File: src/design/bdt_pkg.sv
// shared constants for the background debug command and tagging block
package bdt_pkg;
  // debug map addresses
  localparam logic [15:0] BDT_REG_BASE = 16'hFF00;
  localparam logic [15:0] BDT_REG_LAST = 16'hFF06;
  localparam logic [15:0] BDT_ROM_BASE = 16'hFF20;
  localparam logic [15:0] BDT_ROM_LAST = 16'hFFFF;
  localparam logic [15:0] BDT_ADDR_INSTR = 16'hFF00;
  localparam logic [15:0] BDT_ADDR_STATUS = 16'hFF01;
  localparam logic [15:0] BDT_ADDR_SHIFT_HI = 16'hFF02;
  localparam logic [15:0] BDT_ADDR_SHIFT_LO = 16'hFF03;
  // reset values
  localparam logic [7:0] BDT_INSTR_RESET = 8'h00;
  localparam logic [15:0] BDT_SHIFT_RESET = 16'h0000;
  // instruction register field positions
  localparam int BDT_F_HW = 7;
  localparam int BDT_F_DATA = 6;
  localparam int BDT_F_READ = 5;
  localparam int BDT_F_BACKGROUND_REQUEST_FLAG = 4;
  localparam int BDT_F_WORD = 3;
  localparam int BDT_F_MAP = 2;
  localparam int BDT_F_RESUME_CONTROL_FIELD_LO = 3;
  localparam int BDT_F_REGISTER_SELECT_FIELD_LO = 0;
  localparam logic [7:0] BDT_HW_LOW_MASK = 8'hFC;
  // status register field positions
  localparam int BDT_S_ENABLE = 7;
  localparam int BDT_S_ACTIVE = 6;
  localparam int BDT_S_TAG = 5;
  localparam int BDT_S_SDV = 4;
  localparam int BDT_S_TRACE = 3;
  // hardware background command byte
  localparam logic [7:0] BDT_OP_BACKGROUND = 8'h90;
  // resume control field codes
  localparam logic [1:0] BDT_TT_NONE = 2'h0;
  localparam logic [1:0] BDT_TT_GO = 2'h1;
  localparam logic [1:0] BDT_TT_STEP = 2'h2;
  localparam logic [1:0] BDT_TT_TAG_AND_GO_CMD = 2'h3;
  // register select field codes
  localparam logic [2:0] BDT_RS_NEXT = 3'h2;
  localparam logic [2:0] BDT_RS_PC = 3'h3;
  localparam logic [2:0] BDT_RS_D = 3'h4;
  localparam logic [2:0] BDT_RS_X = 3'h5;
  localparam logic [2:0] BDT_RS_Y = 3'h6;
  localparam logic [2:0] BDT_RS_SP = 3'h7;
  localparam logic [15:0] BDT_NEXT_STEP = 16'h0002;
  typedef enum logic [1:0] {BDT_ST_RUN, BDT_ST_ACTIVE, BDT_ST_STEP, BDT_ST_MEM} bdt_state_t;
endpackage

File: src/design/bdt_debug_core.sv
// background debug command decoder, status, shifter, debug map and instruction tagging
`timescale 1ns/1ns
module bdt_debug_core
  import bdt_pkg::*;
#(
  parameter int QUEUE_DEPTH = 3
)(
  // clock and reset
  input wire logic core_clk,
  input wire logic rst,
  // hardware command from the serial layer
  input wire logic hw_cmd_valid,
  input wire logic [7:0] hw_cmd_opcode,
  input wire logic hw_access,
  // firmware command from the serial layer
  input wire logic fw_cmd_valid,
  input wire logic [7:0] fw_cmd_opcode,
  input wire logic [15:0] fw_cmd_wdata,
  output logic fw_cmd_ready,
  output logic rsp_valid,
  output logic [15:0] rsp_data,
  // cpu registers and run control
  input wire logic [15:0] cpu_pc,
  input wire logic [15:0] cpu_d,
  input wire logic [15:0] cpu_x,
  input wire logic [15:0] cpu_y,
  input wire logic [15:0] cpu_sp,
  input wire logic insn_boundary,
  output logic reg_wr,
  output logic [2:0] reg_wr_sel,
  output logic [15:0] reg_wr_data,
  output logic cpu_halt,
  // memory port for next-word transfers
  output logic mem_req,
  output logic mem_we,
  output logic [15:0] mem_addr,
  output logic [15:0] mem_wdata,
  input wire logic [15:0] mem_rdata,
  input wire logic mem_ack,
  // cpu address bus into the debug map
  input wire logic [15:0] bus_addr,
  input wire logic bus_rd,
  input wire logic bus_wr,
  input wire logic [7:0] bus_wdata,
  output logic [7:0] bus_rdata,
  output logic map_active,
  output logic reg_sel,
  output logic rom_sel,
  // instruction queue and tag pins
  input wire logic e_clock_fall,
  input wire logic e_rise_window,
  input wire logic fetch_valid,
  input wire logic queue_advance,
  input wire logic high_tag_pin_in,
  input wire logic low_tag_pin_in,
  input wire logic low_byte_strobe,
  output logic low_tag_pin_out,
  output logic low_tag_pin_oe_n
);

  localparam int QCW = $clog2(QUEUE_DEPTH + 1);
  localparam logic [QCW-1:0] QFULL = QCW'(QUEUE_DEPTH);
  localparam logic [QCW-1:0] QONE = QCW'(1);

  function automatic logic in_range(input logic [15:0] a, input logic [15:0] lo,
                                    input logic [15:0] hi);
    in_range = (a >= lo) && (a <= hi);
  endfunction

  bdt_state_t state_q, state_d;
  logic [7:0] instr_q;
  logic debug_enable_q, tag_enable_q, shifter_valid_q, trace_q, bgnd_req_q;
  logic [15:0] shift_q;
  logic [7:0] bus_rdata_q;
  logic rsp_valid_q, reg_wr_q, mem_we_q;
  logic [15:0] rsp_data_q, reg_wr_data_q, mem_addr_q, mem_wdata_q;
  logic [2:0] reg_wr_sel_q;
  logic [1:0] tagq_q [QUEUE_DEPTH];
  logic [QCW-1:0] fill_q;

  // firmware field decode
  wire fw_data = fw_cmd_opcode[BDT_F_DATA];
  wire fw_read = fw_cmd_opcode[BDT_F_READ];
  wire [1:0] fw_resume_control_field = fw_cmd_opcode[BDT_F_RESUME_CONTROL_FIELD_LO +: 2];
  wire [2:0] fw_register_select_field = fw_cmd_opcode[BDT_F_REGISTER_SELECT_FIELD_LO +: 3];
  wire debug_active = (state_q == BDT_ST_ACTIVE) || (state_q == BDT_ST_MEM);
  wire waiting = (state_q == BDT_ST_ACTIVE);
  wire fw_ok = waiting && !tag_enable_q && !fw_cmd_opcode[BDT_F_HW];
  wire fw_take = fw_cmd_valid && fw_ok;
  wire fw_next = fw_take && (fw_register_select_field == BDT_RS_NEXT);
  wire fw_reg = fw_take && (fw_register_select_field >= BDT_RS_PC) && fw_data;
  wire [15:0] x_next = cpu_x + BDT_NEXT_STEP;
  wire hw_bgnd = hw_cmd_valid && (hw_cmd_opcode == BDT_OP_BACKGROUND);

  // selected cpu register for read commands
  logic [15:0] reg_value;
  always_comb
  begin
    case (fw_register_select_field)
      BDT_RS_PC: reg_value = cpu_pc;
      BDT_RS_D: reg_value = cpu_d;
      BDT_RS_X: reg_value = cpu_x;
      BDT_RS_Y: reg_value = cpu_y;
      BDT_RS_SP: reg_value = cpu_sp;
      default: reg_value = 16'h0000;
    endcase
  end

  // tag queue head and entry into active debug
  wire head_tagged = tag_enable_q && (tagq_q[0] != 2'b00) && (fill_q != '0);
  wire enter_req = (bgnd_req_q || head_tagged) && debug_enable_q;
  wire run_enter = (state_q == BDT_ST_RUN) && insn_boundary && enter_req;
  wire step_done = (state_q == BDT_ST_STEP) && insn_boundary;
  wire enter_now = run_enter || step_done;
  wire resume_go = fw_take && ((fw_resume_control_field == BDT_TT_GO) || (fw_resume_control_field == BDT_TT_TAG_AND_GO_CMD));
  wire resume_step = fw_take && (fw_resume_control_field == BDT_TT_STEP);
  wire resume_tag = fw_take && (fw_resume_control_field == BDT_TT_TAG_AND_GO_CMD);

  always_comb
  begin
    state_d = state_q;
    case (state_q)
      BDT_ST_RUN:
        if (run_enter)
          state_d = BDT_ST_ACTIVE;
      BDT_ST_STEP:
        if (step_done)
          state_d = BDT_ST_ACTIVE;
      BDT_ST_ACTIVE:
        if (fw_next)
          state_d = BDT_ST_MEM;
        else if (resume_step)
          state_d = BDT_ST_STEP;
        else if (resume_go)
          state_d = BDT_ST_RUN;
      BDT_ST_MEM:
        if (mem_ack)
          state_d = BDT_ST_ACTIVE;
      default: state_d = BDT_ST_RUN;
    endcase
  end

  // debug map decode
  wire hw_map = hw_access && instr_q[BDT_F_HW] && instr_q[BDT_F_MAP];
  wire map_on = debug_active || hw_map;
  wire rom_hit = map_on && in_range(bus_addr, BDT_ROM_BASE, BDT_ROM_LAST);
  wire reg_hit = map_on && in_range(bus_addr, BDT_REG_BASE, BDT_REG_LAST);
  wire st_wr = reg_hit && bus_wr && (bus_addr == BDT_ADDR_STATUS);
  wire sh_hi_wr = reg_hit && bus_wr && (bus_addr == BDT_ADDR_SHIFT_HI);
  wire sh_lo_wr = reg_hit && bus_wr && (bus_addr == BDT_ADDR_SHIFT_LO);
  wire sh_lo_rd = reg_hit && bus_rd && (bus_addr == BDT_ADDR_SHIFT_LO);
  wire [7:0] status_val = {debug_enable_q, debug_active, tag_enable_q, shifter_valid_q,
                           trace_q, 3'h0};
  logic [7:0] reg_rd_val;
  always_comb
  begin
    case (bus_addr)
      BDT_ADDR_INSTR: reg_rd_val = instr_q;
      BDT_ADDR_STATUS: reg_rd_val = status_val;
      BDT_ADDR_SHIFT_HI: reg_rd_val = shift_q[15:8];
      BDT_ADDR_SHIFT_LO: reg_rd_val = shift_q[7:0];
      default: reg_rd_val = 8'h00;
    endcase
  end

  // shifter load sources
  wire sh_load_host = fw_take && !fw_read && fw_data;
  wire sh_load_reg = fw_reg && fw_read;
  wire sh_load_mem = (state_q == BDT_ST_MEM) && mem_ack && !mem_we_q;
  wire sh_load = sh_load_host || sh_load_reg || sh_load_mem;

  always_ff @(posedge core_clk)
  begin
    if (rst)
    begin
      state_q <= BDT_ST_RUN;
      instr_q <= BDT_INSTR_RESET;
      debug_enable_q <= 1'b0;
      tag_enable_q <= 1'b0;
      shifter_valid_q <= 1'b0;
      trace_q <= 1'b0;
      bgnd_req_q <= 1'b0;
      shift_q <= BDT_SHIFT_RESET;
      bus_rdata_q <= 8'h00;
    end
    else
    begin
      state_q <= state_d;
      if (hw_cmd_valid)
        instr_q <= hw_cmd_opcode & BDT_HW_LOW_MASK;
      else if (fw_take)
        instr_q <= fw_cmd_opcode;
      if (st_wr)
        debug_enable_q <= bus_wdata[BDT_S_ENABLE];
      if (hw_bgnd)
        bgnd_req_q <= debug_enable_q;
      else if (run_enter || (state_q == BDT_ST_RUN && insn_boundary))
        bgnd_req_q <= 1'b0;
      if (enter_now)
        tag_enable_q <= 1'b0;
      else if (resume_tag)
        tag_enable_q <= 1'b1;
      if (resume_step)
        trace_q <= 1'b1;
      else if (step_done)
        trace_q <= 1'b0;
      if (sh_load)
        shifter_valid_q <= 1'b1;
      else if (sh_lo_rd)
        shifter_valid_q <= 1'b0;
      if (sh_load_host)
        shift_q <= fw_cmd_wdata;
      else if (sh_load_reg)
        shift_q <= reg_value;
      else if (sh_load_mem)
        shift_q <= mem_rdata;
      else if (sh_hi_wr)
        shift_q[15:8] <= bus_wdata;
      else if (sh_lo_wr)
        shift_q[7:0] <= bus_wdata;
      if (bus_rd)
        bus_rdata_q <= reg_hit ? reg_rd_val : 8'h00;
    end
  end

  // host answers, register loads and next-word memory cycles
  always_ff @(posedge core_clk)
  begin
    if (rst)
    begin
      rsp_valid_q <= 1'b0;
      rsp_data_q <= 16'h0000;
      reg_wr_q <= 1'b0;
      reg_wr_sel_q <= 3'h0;
      reg_wr_data_q <= 16'h0000;
      mem_we_q <= 1'b0;
      mem_addr_q <= 16'h0000;
      mem_wdata_q <= 16'h0000;
    end
    else
    begin
      rsp_valid_q <= sh_load_reg || sh_load_mem;
      if (sh_load_reg)
        rsp_data_q <= reg_value;
      else if (sh_load_mem)
        rsp_data_q <= mem_rdata;
      reg_wr_q <= fw_next || (fw_reg && !fw_read);
      if (fw_next)
      begin
        reg_wr_sel_q <= BDT_RS_X;
        reg_wr_data_q <= x_next;
        mem_addr_q <= x_next;
        mem_we_q <= !fw_read;
        mem_wdata_q <= fw_cmd_wdata;
      end
      else if (fw_reg && !fw_read)
      begin
        reg_wr_sel_q <= fw_register_select_field;
        reg_wr_data_q <= fw_cmd_wdata;
      end
    end
  end

  // tag capture and queue tracking
  wire fetch_now = e_clock_fall && fetch_valid;
  wire [1:0] tag_in = tag_enable_q ? {~high_tag_pin_in, ~low_tag_pin_in} : 2'b00;
  wire adv_now = queue_advance && (fill_q != '0);
  wire [QCW-1:0] fill_adv = adv_now ? fill_q - QONE : fill_q;

  always_ff @(posedge core_clk)
  begin
    if (rst || enter_now)
    begin
      fill_q <= '0;
      for (int i = 0; i < QUEUE_DEPTH; i++)
        tagq_q[i] <= 2'b00;
    end
    else
    begin
      for (int i = 0; i < QUEUE_DEPTH; i++)
        if (adv_now)
          tagq_q[i] <= (i + 1 < QUEUE_DEPTH) ? tagq_q[(i + 1) % QUEUE_DEPTH] : 2'b00;
      if (fetch_now && (fill_adv != QFULL))
        tagq_q[fill_adv[QCW-1:0] % QUEUE_DEPTH] <= tag_in;
      fill_q <= (fetch_now && (fill_adv != QFULL)) ? fill_adv + QONE : fill_adv;
    end
  end

  // outputs
  assign fw_cmd_ready = fw_ok;
  assign rsp_valid = rsp_valid_q;
  assign rsp_data = rsp_data_q;
  assign reg_wr = reg_wr_q;
  assign reg_wr_sel = reg_wr_sel_q;
  assign reg_wr_data = reg_wr_data_q;
  assign cpu_halt = debug_active;
  assign mem_req = (state_q == BDT_ST_MEM);
  assign mem_we = mem_we_q;
  assign mem_addr = mem_addr_q;
  assign mem_wdata = mem_wdata_q;
  assign bus_rdata = bus_rdata_q;
  assign map_active = map_on;
  assign reg_sel = reg_hit;
  assign rom_sel = rom_hit;
  assign low_tag_pin_out = low_byte_strobe;
  assign low_tag_pin_oe_n = !e_rise_window;

endmodule // bdt_debug_core

File: config.mk
export PLATFORM = sky130hd
export DESIGN_NAME = bdt_debug_core
export DESIGN_NICKNAME = d
export VERILOG_FILES = /design/src/design/bdt_pkg.sv /design/src/design/bdt_debug_core.sv
export SDC_FILE = /design/constraint.sdc
export NUM_CORES = 1
export LEC_CHECK = 0
export BUFFER_PORTS_ARGS = -buffer_cell sky130_fd_sc_hd__buf_2
export CAP_MARGIN = 15
export CELL_PAD_IN_SITES_DETAIL_PLACEMENT = 0
export CELL_PAD_IN_SITES_GLOBAL_PLACEMENT = 1
export CORE_MARGIN = 2
export CORE_UTILIZATION = 35
export CTS_CLUSTER_DIAMETER = 60
export CTS_CLUSTER_SIZE = 10
export DETAILED_ROUTE_END_ITERATION = 6
export GPL_TIMING_DRIVEN = 0
export PLACE_DENSITY_LB_ADDON = 0.1
export REMOVE_ABC_BUFFERS = 1
export SYNTH_ARGS = -nofsm -noshare
export SYNTH_HDL_FRONTEND = slang
export SYNTH_SLANG_ARGS = --single-unit
File: constraint.sdc
create_clock -name core_clk -period 3.31 [get_ports core_clk]
set_input_delay 0.8275 -clock core_clk [delete_from_list [all_inputs] [get_ports core_clk]]
set_output_delay 0.8275 -clock core_clk [all_outputs]
set_load 0.01 [all_outputs]
After elaboration in Yosys (flattened, before gate mapping)
Memories as Yosys holds them, arrays and structs flattened.
Index checks and enable logic that the tools add are counted.

word-level totals
  bits in registers = 111
  bits in writable memories = 6
  input bits = 168
  output and inout bits = 86
  logic and storage cells = 172
  memories kept = 1

memories
  memory  depth  width  rd ports  clocked after Yosys merged registers in  write ports  RTL line              text
  tagq_q  3      2      3         0                                        4            bdt_debug_core.sv:78  logic [1:0] tagq_q [QUEUE_DEPTH];

cells by class
  add/sub/neg operators = 3
  div/mod/pow operators = 1
  magnitude comparators = 5
  eq/ne operators = 23
  muxes and demuxes = 44
  bitwise gates (word level) = 5
  reductions and logical operators = 69

operator list
  cell                                                                     count
  16-bit two-way mux                                                       7
  16-bit one-hot mux with 5 select lines                                   1
  16-bit equality test, second input constant                              4
  8-bit two-way mux                                                        6
  1-bit logical AND                                                        37
  16-bit greater-or-equal comparator, second input constant                2
  16-bit less-or-equal comparator, second input constant                   2
  2-bit by 2-bit remainder unit with 32-bit output, second input constant  1
  8-bit one-hot mux with 4 select lines                                    1
  2-bit two-way mux                                                        12
  16-bit by 2-bit adder with 16-bit output, second input constant          1
  2-bit nonzero test                                                       8
  1-bit two-way mux                                                        14
  3-bit equality test, second input constant                               4
  1-bit logical OR                                                         11
  2-bit equality test, second input constant                               4
  8-bit equality test, second input constant                               1
  4-bit by 1-bit inequality test with 1-bit output, second input constant  2
  2-bit one-hot mux with 4 select lines                                    1
  4-bit nonzero test                                                       2
  3-bit by 2-bit equality test with 1-bit output, second input constant    2
  3-bit two-way mux                                                        2
  2-bit inequality test, second input constant                             3
  2-bit OR reduction                                                       3
  11 further kinds                                                         19

Longest topological paths before layout
Gate-level depths: netlist (run 1).
An unclocked memory read counts as a cell.

  word-level depth = 12
  depth in mapped cells = 12
  mapped depth without buffers = 12

Worst setup path before layout (run 1)
Ideal clock, no wire load.

  path kind = input port to output port
  from = input hw_access
  to = output reg_sel
  arrival = 1924 ps
  data required time = 2483 ps
  path slack = 558 ps
  stages = 3
  buffers on the path = 0
  cells stage by stage = a31oi_1 -> or3_1 -> a2111oi_0

between the ends
  longest elaborated chain between the ends = 4

RTL lines
  what                            RTL line               text
  start, declared                 bdt_debug_core.sv:14   input wire logic hw_access,
  1-bit logical AND (2 in a row)  bdt_debug_core.sv:144  wire hw_map = hw_access && instr_q[BDT_F_HW] && instr_q[BDT_F_MAP];
  1-bit logical OR                bdt_debug_core.sv:145  wire map_on = debug_active || hw_map;
  1-bit logical AND               bdt_debug_core.sv:147  wire reg_hit = map_on && in_range(bus_addr, BDT_REG_BASE, BDT_REG_LAST);
  end, declared                   bdt_debug_core.sv:47   output logic reg_sel,

No other way between the ends.

Worst setup path in the final report (run 1)
  from = register state_q[0]
  to = register reg_wr_data_q[5] (netlist: reg_wr_data[5])

between the ends
  longest elaborated chain between the ends = 8
  elaborated cells on any way between the ends = 10
  classes of those cells = eq/ne: 1; mux: 1; reduce/logical: 8

RTL lines
  what                                              RTL line               text
  start, declared                                   bdt_debug_core.sv:70   bdt_state_t state_q, state_d;
  start signal, assigned                            bdt_debug_core.sv:188  state_q <= state_d;
  2-bit by 1-bit equality test with 1-bit output *  bdt_debug_core.sv:87   wire waiting = (state_q == BDT_ST_ACTIVE);
  1-bit logical AND * (2 in a row)                  bdt_debug_core.sv:88   wire fw_ok = waiting && !tag_enable_q && !fw_cmd_opcode[BDT_F_HW];
  1-bit logical AND *                               bdt_debug_core.sv:89   wire fw_take = fw_cmd_valid && fw_ok;
  1-bit logical AND (2 in a row)                    bdt_debug_core.sv:91   wire fw_reg = fw_take && (fw_register_select_field >= BDT_RS_PC) && fw_data;
  1-bit logical AND                                 bdt_debug_core.sv:256  else if (fw_reg && !fw_read)
  2-bit nonzero test (no source line)               --
  end signal, assigned                              bdt_debug_core.sv:251  reg_wr_data_q <= x_next;
  end signal, assigned                              bdt_debug_core.sv:259  reg_wr_data_q <= fw_cmd_wdata;
  end, declared                                     bdt_debug_core.sv:76   logic [15:0] rsp_data_q, reg_wr_data_q, mem_addr_q, mem_wdata_q;

Mark *: on every way between the ends. The rest lies on a longest branch, timed or not.
A chain may end at the register's enable or synchronous reset.

==> results of run 1 <==
[worst min-delay path by stage]
stage / start / endpoint / slack [ns]
3_5_place_dp: mem_addr[6] / mem_addr[6] / 0.45
6_report: mem_wdata[5] / mem_wdata[5] / 0.45
2_1_floorplan: trace_q / trace_q / 0.43
5_1_grt: mem_wdata[4] / mem_wdata[4] / 0.47
4_1_cts: mem_wdata[7] / mem_wdata[7] / 0.46
3_3_place_gp: mem_addr[8] / mem_addr[8] / 0.44
[layer usage]
metal  global-route usage, %  routed length [µm]
met5                       0                  24
met4                    6.87                 351
met3                    6.85                1860
met2                    42.9               11800
met1                    33.5               10700
[layout by cell type, fill, tap and decap left out, types with 5 or more instances in the layout]
cell,count
nand3_1,13
a22o_1,21
mux4_2,5
dfxtp_1,111
xor2_1,8
nand2b_1,6
clkinv_2,5
nor2_1,48
nor2b_1,8
nand2_1,127
xnor2_1,6
o22ai_1,9
ha_1,5
mux2i_1,23
buf_2,249
edfxtp_1,6
a31oi_1,20
o21ai_0,23
a311oi_1,10
a22oi_1,21
or3_1,5
mux2_2,8
a21oi_1,65
nand4_1,11
a21o_1,12
inv_1,16
and2_1,7
clkbuf_16,17
nor3_1,22
a32o_1,10
[final cells by class]
| cell class | count | area [µm²] | area share, % |
|---|---|---|---|
| clock buffers | 21 | 470 | 5.74 |
| repair buffers | 258 | 1360 | 16.6 |
| inverters | 17 | 63.8 | 0.778 |
| well taps | 225 | 282 | 3.43 |
| diodes | 2 | 5.00 | 0.0611 |
| flip-flops and latches | 117 | 2400 | 29.3 |
| clock inverters | 10 | 153 | 1.86 |
| multi-input cells | 554 | 3460 | 42.2 |
[timing repair]
item / 4_1_cts / 5_1_grt
resized for setup: 2 / 2
setup buffers: 0 / 0
hold buffers: 0 / 0
setup endpoints to repair: 12 / 18
pin swaps: 0 / 1
gates cloned: 0 / 1
[stage by stage]
step                      hold slack, ns  power, mW
after floorplan                    0.427       1.74
after global placement             0.439       1.99
after detailed placement           0.446       2.00
after CTS                          0.455       3.97
after global routing               0.471       4.09
final                              0.452       3.96
[registers in the layout (all words and copies together) (netlist names), 2 cells and up]
name	count
reg_wr_data	16
rsp_data	16
instr_q	8
state_q	2
reg_wr_sel	3
tagq_q	6
bus_rdata	8
mem_wdata	16
shift_q	16
mem_addr	16
fill_q	2
[critical path, delay by kind of cell (launching register included)]
kind            cells  cell delay (ns)
simple gates        4             1.88
compound gates      1             0.34
flops               1             0.61
[power breakdown]
group	internal [mW]	total, mW	leakage [nW]	switching, mW
Combinational	0.213	0.498	2.32	0.286
Sequential	1.46	1.47	0.959	0.0123
Clock	1.31	1.99	0.308	0.683
Total	2.98	3.96	3.59	0.981
[cell families after synthesis]
| family | synth area share (%) |
|---|---|
| fa+ha+maj | 1.01 |
| buf+inv | 5.37 |
| mux | 7.25 |
| compound gates | 24.5 |
| simple gates | 20.9 |
| xor+xnor | 1.99 |
| flops | 38.9 |
==> results.md, run 1 <==
- DP Area: 0.00755 mm²
- R2R depth: 5
- Initial Util: 35.7%
- Chip width: 137 µm
- DIE AREA: 0.0187 mm²
- Slowest CP cell: nor4_4
- Commonest cells in the netlist: nand2_1 (127), dfxtp_1 (111), a21oi_1 (65), nor2_1 (49), clkbuf_1 (42)
- Clock Path Buffers: 2
- Avg Cell Area, Syn: 8.27 µm²
- Total clock buffers created by CTS: 17
- Async SR Flop Fraction: 0%
- Vias per cell: 5.45
- Ports: 254
- CTS tree: yes
- Mapped cell area: 0.00617 mm²
- Max FO, Critical Path: 14
- Worst setup SP type: register
- Floorplan core area: 0.0173 mm²
- Synth top area share: 36.0%
- # H-tree levels: 4
- Clock Latency Late Sink: 0.42 ns
- YS warnings: 0
- Root Driver: clkbuf_16
- Final #Nets: 1138
- Row Count: 48
- Setup crit end: reg_wr_data[5]
- Fin area: 0.00820 mm²
- Main synth FF type: dfxtp_1
- Vias in the first global route: 6194
- CTS Sinks: 117
- Synth cell types: 66
- Router iterations before antenna repair: 5
- Pre-CTS setup slack: -0.768 ns
- Worst setup EP type: register
- Input/output buffers: 251
- Final core utilization: 47.4%
- Setup TNS: 0 ns
- Tcrit/Tclk final: 89.8%
- Die H: 137 µm
- Via count: 6566
- Post-route ant nets: 0
- Setup slack after layout: 0.337 ns
- Register-to-Register Setup Slack: 0.34 ns
- Placed cells: 1169
- Post-Synthesis Cells: 747
- Hold Vio Cnt, Final: 0
- CTS clk-pin slew, worst paths: 0.06 ns
- Crit Path Category: reg2reg
- VDD IR max: 0.343 mV
- Share of layout cells above drive strength 1: 32.3%
- EDFF count, synth: 6
- Worst Hold Class: reg2reg
- Initial antenna violation count: 4
- Flops & latches, synth: 117
- Reg-to-reg startpoint: state_q[0]
- Leak Pwr: 3.59 nW
- Sequential area share after synthesis: 38.9%
- Routability cong.: 0.818
- Hold path depth: 2
- Area delta synth->final: 32.8%
- CP arrival: 3.26 ns
- RSZ-0062 raised after global routing: false
- FILL cells: 1811
- Critical Path Source: state_q[0]
- Largest net degree at the start of global routing: 53
- Global-route wire length before repair: 36.0 mm
- Critical path's largest stage delay: 0.91 ns
- Final setup viols: 0
- Outcome: completed
- DP HPWL: 18.2 mm
- Routed WL: 24.8 mm
- PwrDens: 483 mW/mm²
- Layout Cells excl Fill: 1204
- DRC Markers: 0
- Cell taking the most area after synthesis: dfxtp_1
- WL/cell: 20.6 µm
- 1st-iter DRT viols: 382
- Worst Path Required: 3.60 ns
- Final Skew: 0.00798 ns
- Gr usage total: 25.9%
- Grt ovf: 0
- Relative slew slack: 31.0%
- Ranking of synthesized cells by area: dfxtp_1 (36%), nand2_1 (7.7%), a21oi_1 (5.3%), mux2i_1 (3.7%), a22o_1 (3.0%)
- Critical path, cell by cell: or4b_4, nor4_4, nor2_2, a221oi_1, nor2_1
- Fmax: 336 MHz
- Fin crit period: 2.97 ns
- Worst slew pin tran: 1.03 ns
- Count leader, synth: nand2_1
- Max-cap violations: 0
- Worst r2r dst: reg_wr_data[5]
- Slew Viols, Final: 0
Power figures use the tool's default switching activity.
==> run 2, diff against run 1 <==
BUFFER_PORTS_ARGS = unset   (was -buffer_cell sky130_fd_sc_hd__buf_2)
CORE_MARGIN = 4   (was 2)
CORE_UTILIZATION = 40   (was 35)
DONT_BUFFER_PORTS = 1   (was unset)
==> run 2 against run 1 <==
Net effect: critical path depth is 2 lower; sequential power barely moved; total power down 5.2%; fmax shrank 6.1%; die area decreased by 6.6%; sequential cell count is the same; sequential share of layout area increased by 5.5 points; final area down 16%; critical endpoint is now reg_sel.
==> results.md, run 2 (synthesis gave the netlist of run 1 again) <==
- RSZ-0062 raised after global routing: false
- Commonest non-fill, non-tap cell in the layout: nand2_1
- Placed cells: 880 (-25%)
- Final Skew: 0.00717 ns (-0.000811 ns)
- Relative slew slack: 32.8% (+1.8 points)
- WL/cell: 25.8 µm (+25%)
- Worst r2r dst: rsp_data[4]
- Share of layout cells above drive strength 1: 9.04% (-23 points)
- Register-to-Register Setup Slack: 0.32 ns (-0.02 ns)
- CTS Sinks: 117 (unchanged)
- FILL cells: 1487 (-18%)
- Fmax: 316 MHz (-6.1%)
- Hold path depth: 2 (unchanged)
- Crit Path Category: reg2out
- CTS clk-pin slew, worst paths: 0.05 ns (about the same)
- CP arrival: 2.34 ns (-0.92 ns)
- Routed WL: 23.7 mm (-4.4%)
- Worst slew pin tran: 1.00 ns (-0.0235 ns)
- Hold Vio Cnt, Final: 0 (unchanged)
- Routability cong.: 0.850 (+3.8%)
- Global-route wire length before repair: 34.4 mm (-4.5%)
- Worst setup EP type: output pin
- Outcome: completed
- Worst setup SP type: register
- WHS Endpoint: trace_q
- Ports: 254 (unchanged)
- Clock Latency Late Sink: 0.42 ns (about the same)
- Layout Cells excl Fill: 919 (-24%)
- # H-tree levels: 4 (unchanged)
- Gr usage total: 25.7% (-0.18 points)
- DIE AREA: 0.0175 mm² (-6.6%)
- Reg-to-reg startpoint: state_q[0]
- Clock Path Buffers: 2 (unchanged)
- VDD IR max: 0.353 mV (+3.0%)
- Slew Viols, Final: 0 (unchanged)
- Leak Pwr: 2.47 nW (-31%)
- Largest net degree at the start of global routing: 95 (+79%)
- 1st-iter DRT viols: 440 (+15%)
- Min-delay src: trace_q
- Die H: 132 µm (-3.3%)
- Root Driver: clkbuf_16
- R2R depth: 7 (+2)
- Vias per cell: 6.25 (+15%)
- Total clock buffers created by CTS: 17 (unchanged)
- Input/output buffers: 0 (-100%)
- Initial antenna violation count: 1 (-3)
- Fin crit period: 3.17 ns (+0.193 ns)
- Initial Util: 40.8% (+5.1 points)
- DP HPWL: 17.6 mm (-3.6%)
- Max-cap violations: 0 (unchanged)
- Via count: 5747 (-12%)
- Floorplan core area: 0.0151 mm² (-12%)
- PwrDens: 544 mW/mm² (+13%)
- Final setup viols: 0 (unchanged)
- Most frequent cells in the layout: nand2_1 (127), dfxtp_1 (111), a21oi_1 (65)
- DRC Markers: 0 (unchanged)
- Grt ovf: 0 (unchanged)
- Post-route ant nets: 0 (unchanged)
- Worst Hold Class: reg2reg
- Final core utilization: 45.6% (-1.8 points)
- Chip width: 132 µm (-3.3%)
- Router iterations before antenna repair: 5 (unchanged)
- Row Count: 45 (-6.3%)
- Tcrit/Tclk final: 95.6% (+5.8 points)
- Worst Path Required: 2.48 ns (-1.12 ns)
- Area delta synth->final: 11.9%
- CTS tree: yes
- Final #Nets: 890 (-22%)
- Vias in the first global route: 5671 (-8.4%)
- Max FO, Critical Path: 13 (-1)
## run 2: changes by cell type in the layout (fill, tap and decap cells not counted), sizes merged
cell	change
diode	-1
clkbuf	+5
buf	-249
clkinvlp	+1
clkinv	-3
bufinv	-1
## run 2: power breakdown
group          switching [mW]  total [mW]  leakage (nW)  internal [mW]
combinational           0.180       0.322          1.20          0.142
sequential             0.0142        1.47         0.959           1.46
clock                   0.654        1.96         0.305           1.31
## run 2: layout make-up
cell class / instances / area [µm²] / area share [%]
Multi-Input combinational cell: 554 / 3450 / 50.0
Sequential cell: 117 / 2400 / 34.8
Clock buffer: 25 / 517 / 7.48
Tap cell: 188 / 235 / 3.40
Timing Repair Buffer: 10 / 120 / 1.74
Clock inverter: 7 / 115 / 1.67
Inverter: 17 / 63.8 / 0.923
Antenna cell: 1 / 2.50 / 0.0362
## run 2: worst max path at each step
stage / endpoint / startpoint / cells after the start
finish: reg_sel / state_q[0] / 3
global route: reg_sel / state_q[0] / 3
CTS: reg_sel / state_q[0] / 3
detailed placement: reg_wr_data[1] / fw_cmd_opcode[1] / 5
global placement: reg_wr_data[14] / fw_cmd_opcode[1] / 4
floorplan: reg_wr_data[1] / fw_cmd_opcode[1] / 5
## run 2: worst max-delay path: stages (launching register included)
cell and delay, ns:
dfxtp_1 0.63, a31oi_1 0.16, or3_1 0.45, a2111oi_0 0.69
## run 2: per-stage QoR
stage	setup TNS (ns)	setup WS [ns]	hold slack, ns	power, mW	cell area, µm²
2_1_floorplan	0	0.233	0.427	1.74	5910
3_3_place_gp	-50.40	-1.10	0.459	1.81	6140
3_5_place_dp	-1.93	-0.233	0.470	1.82	6220
4_1_cts	0	0.0916	0.469	3.78	6860
5_1_grt	0	0.0481	0.469	3.90	6910
6_report	0	0.145	0.484	3.76	6910
## run 2: layer usage
layer,part of all wire (%),GRT usage [%],up-vias
met5,0,0,-
met4,2.7,9.76,0
met3,9.5,9.54,37
met2,47,41.2,295
met1,41,31.8,2745
li1,-,-,2670
## run 2: timing repair
item	4_1_cts	5_1_grt
resized for setup	0	2
setup endpoints to repair	0	23
hold buffers	0	0
setup buffers	0	3
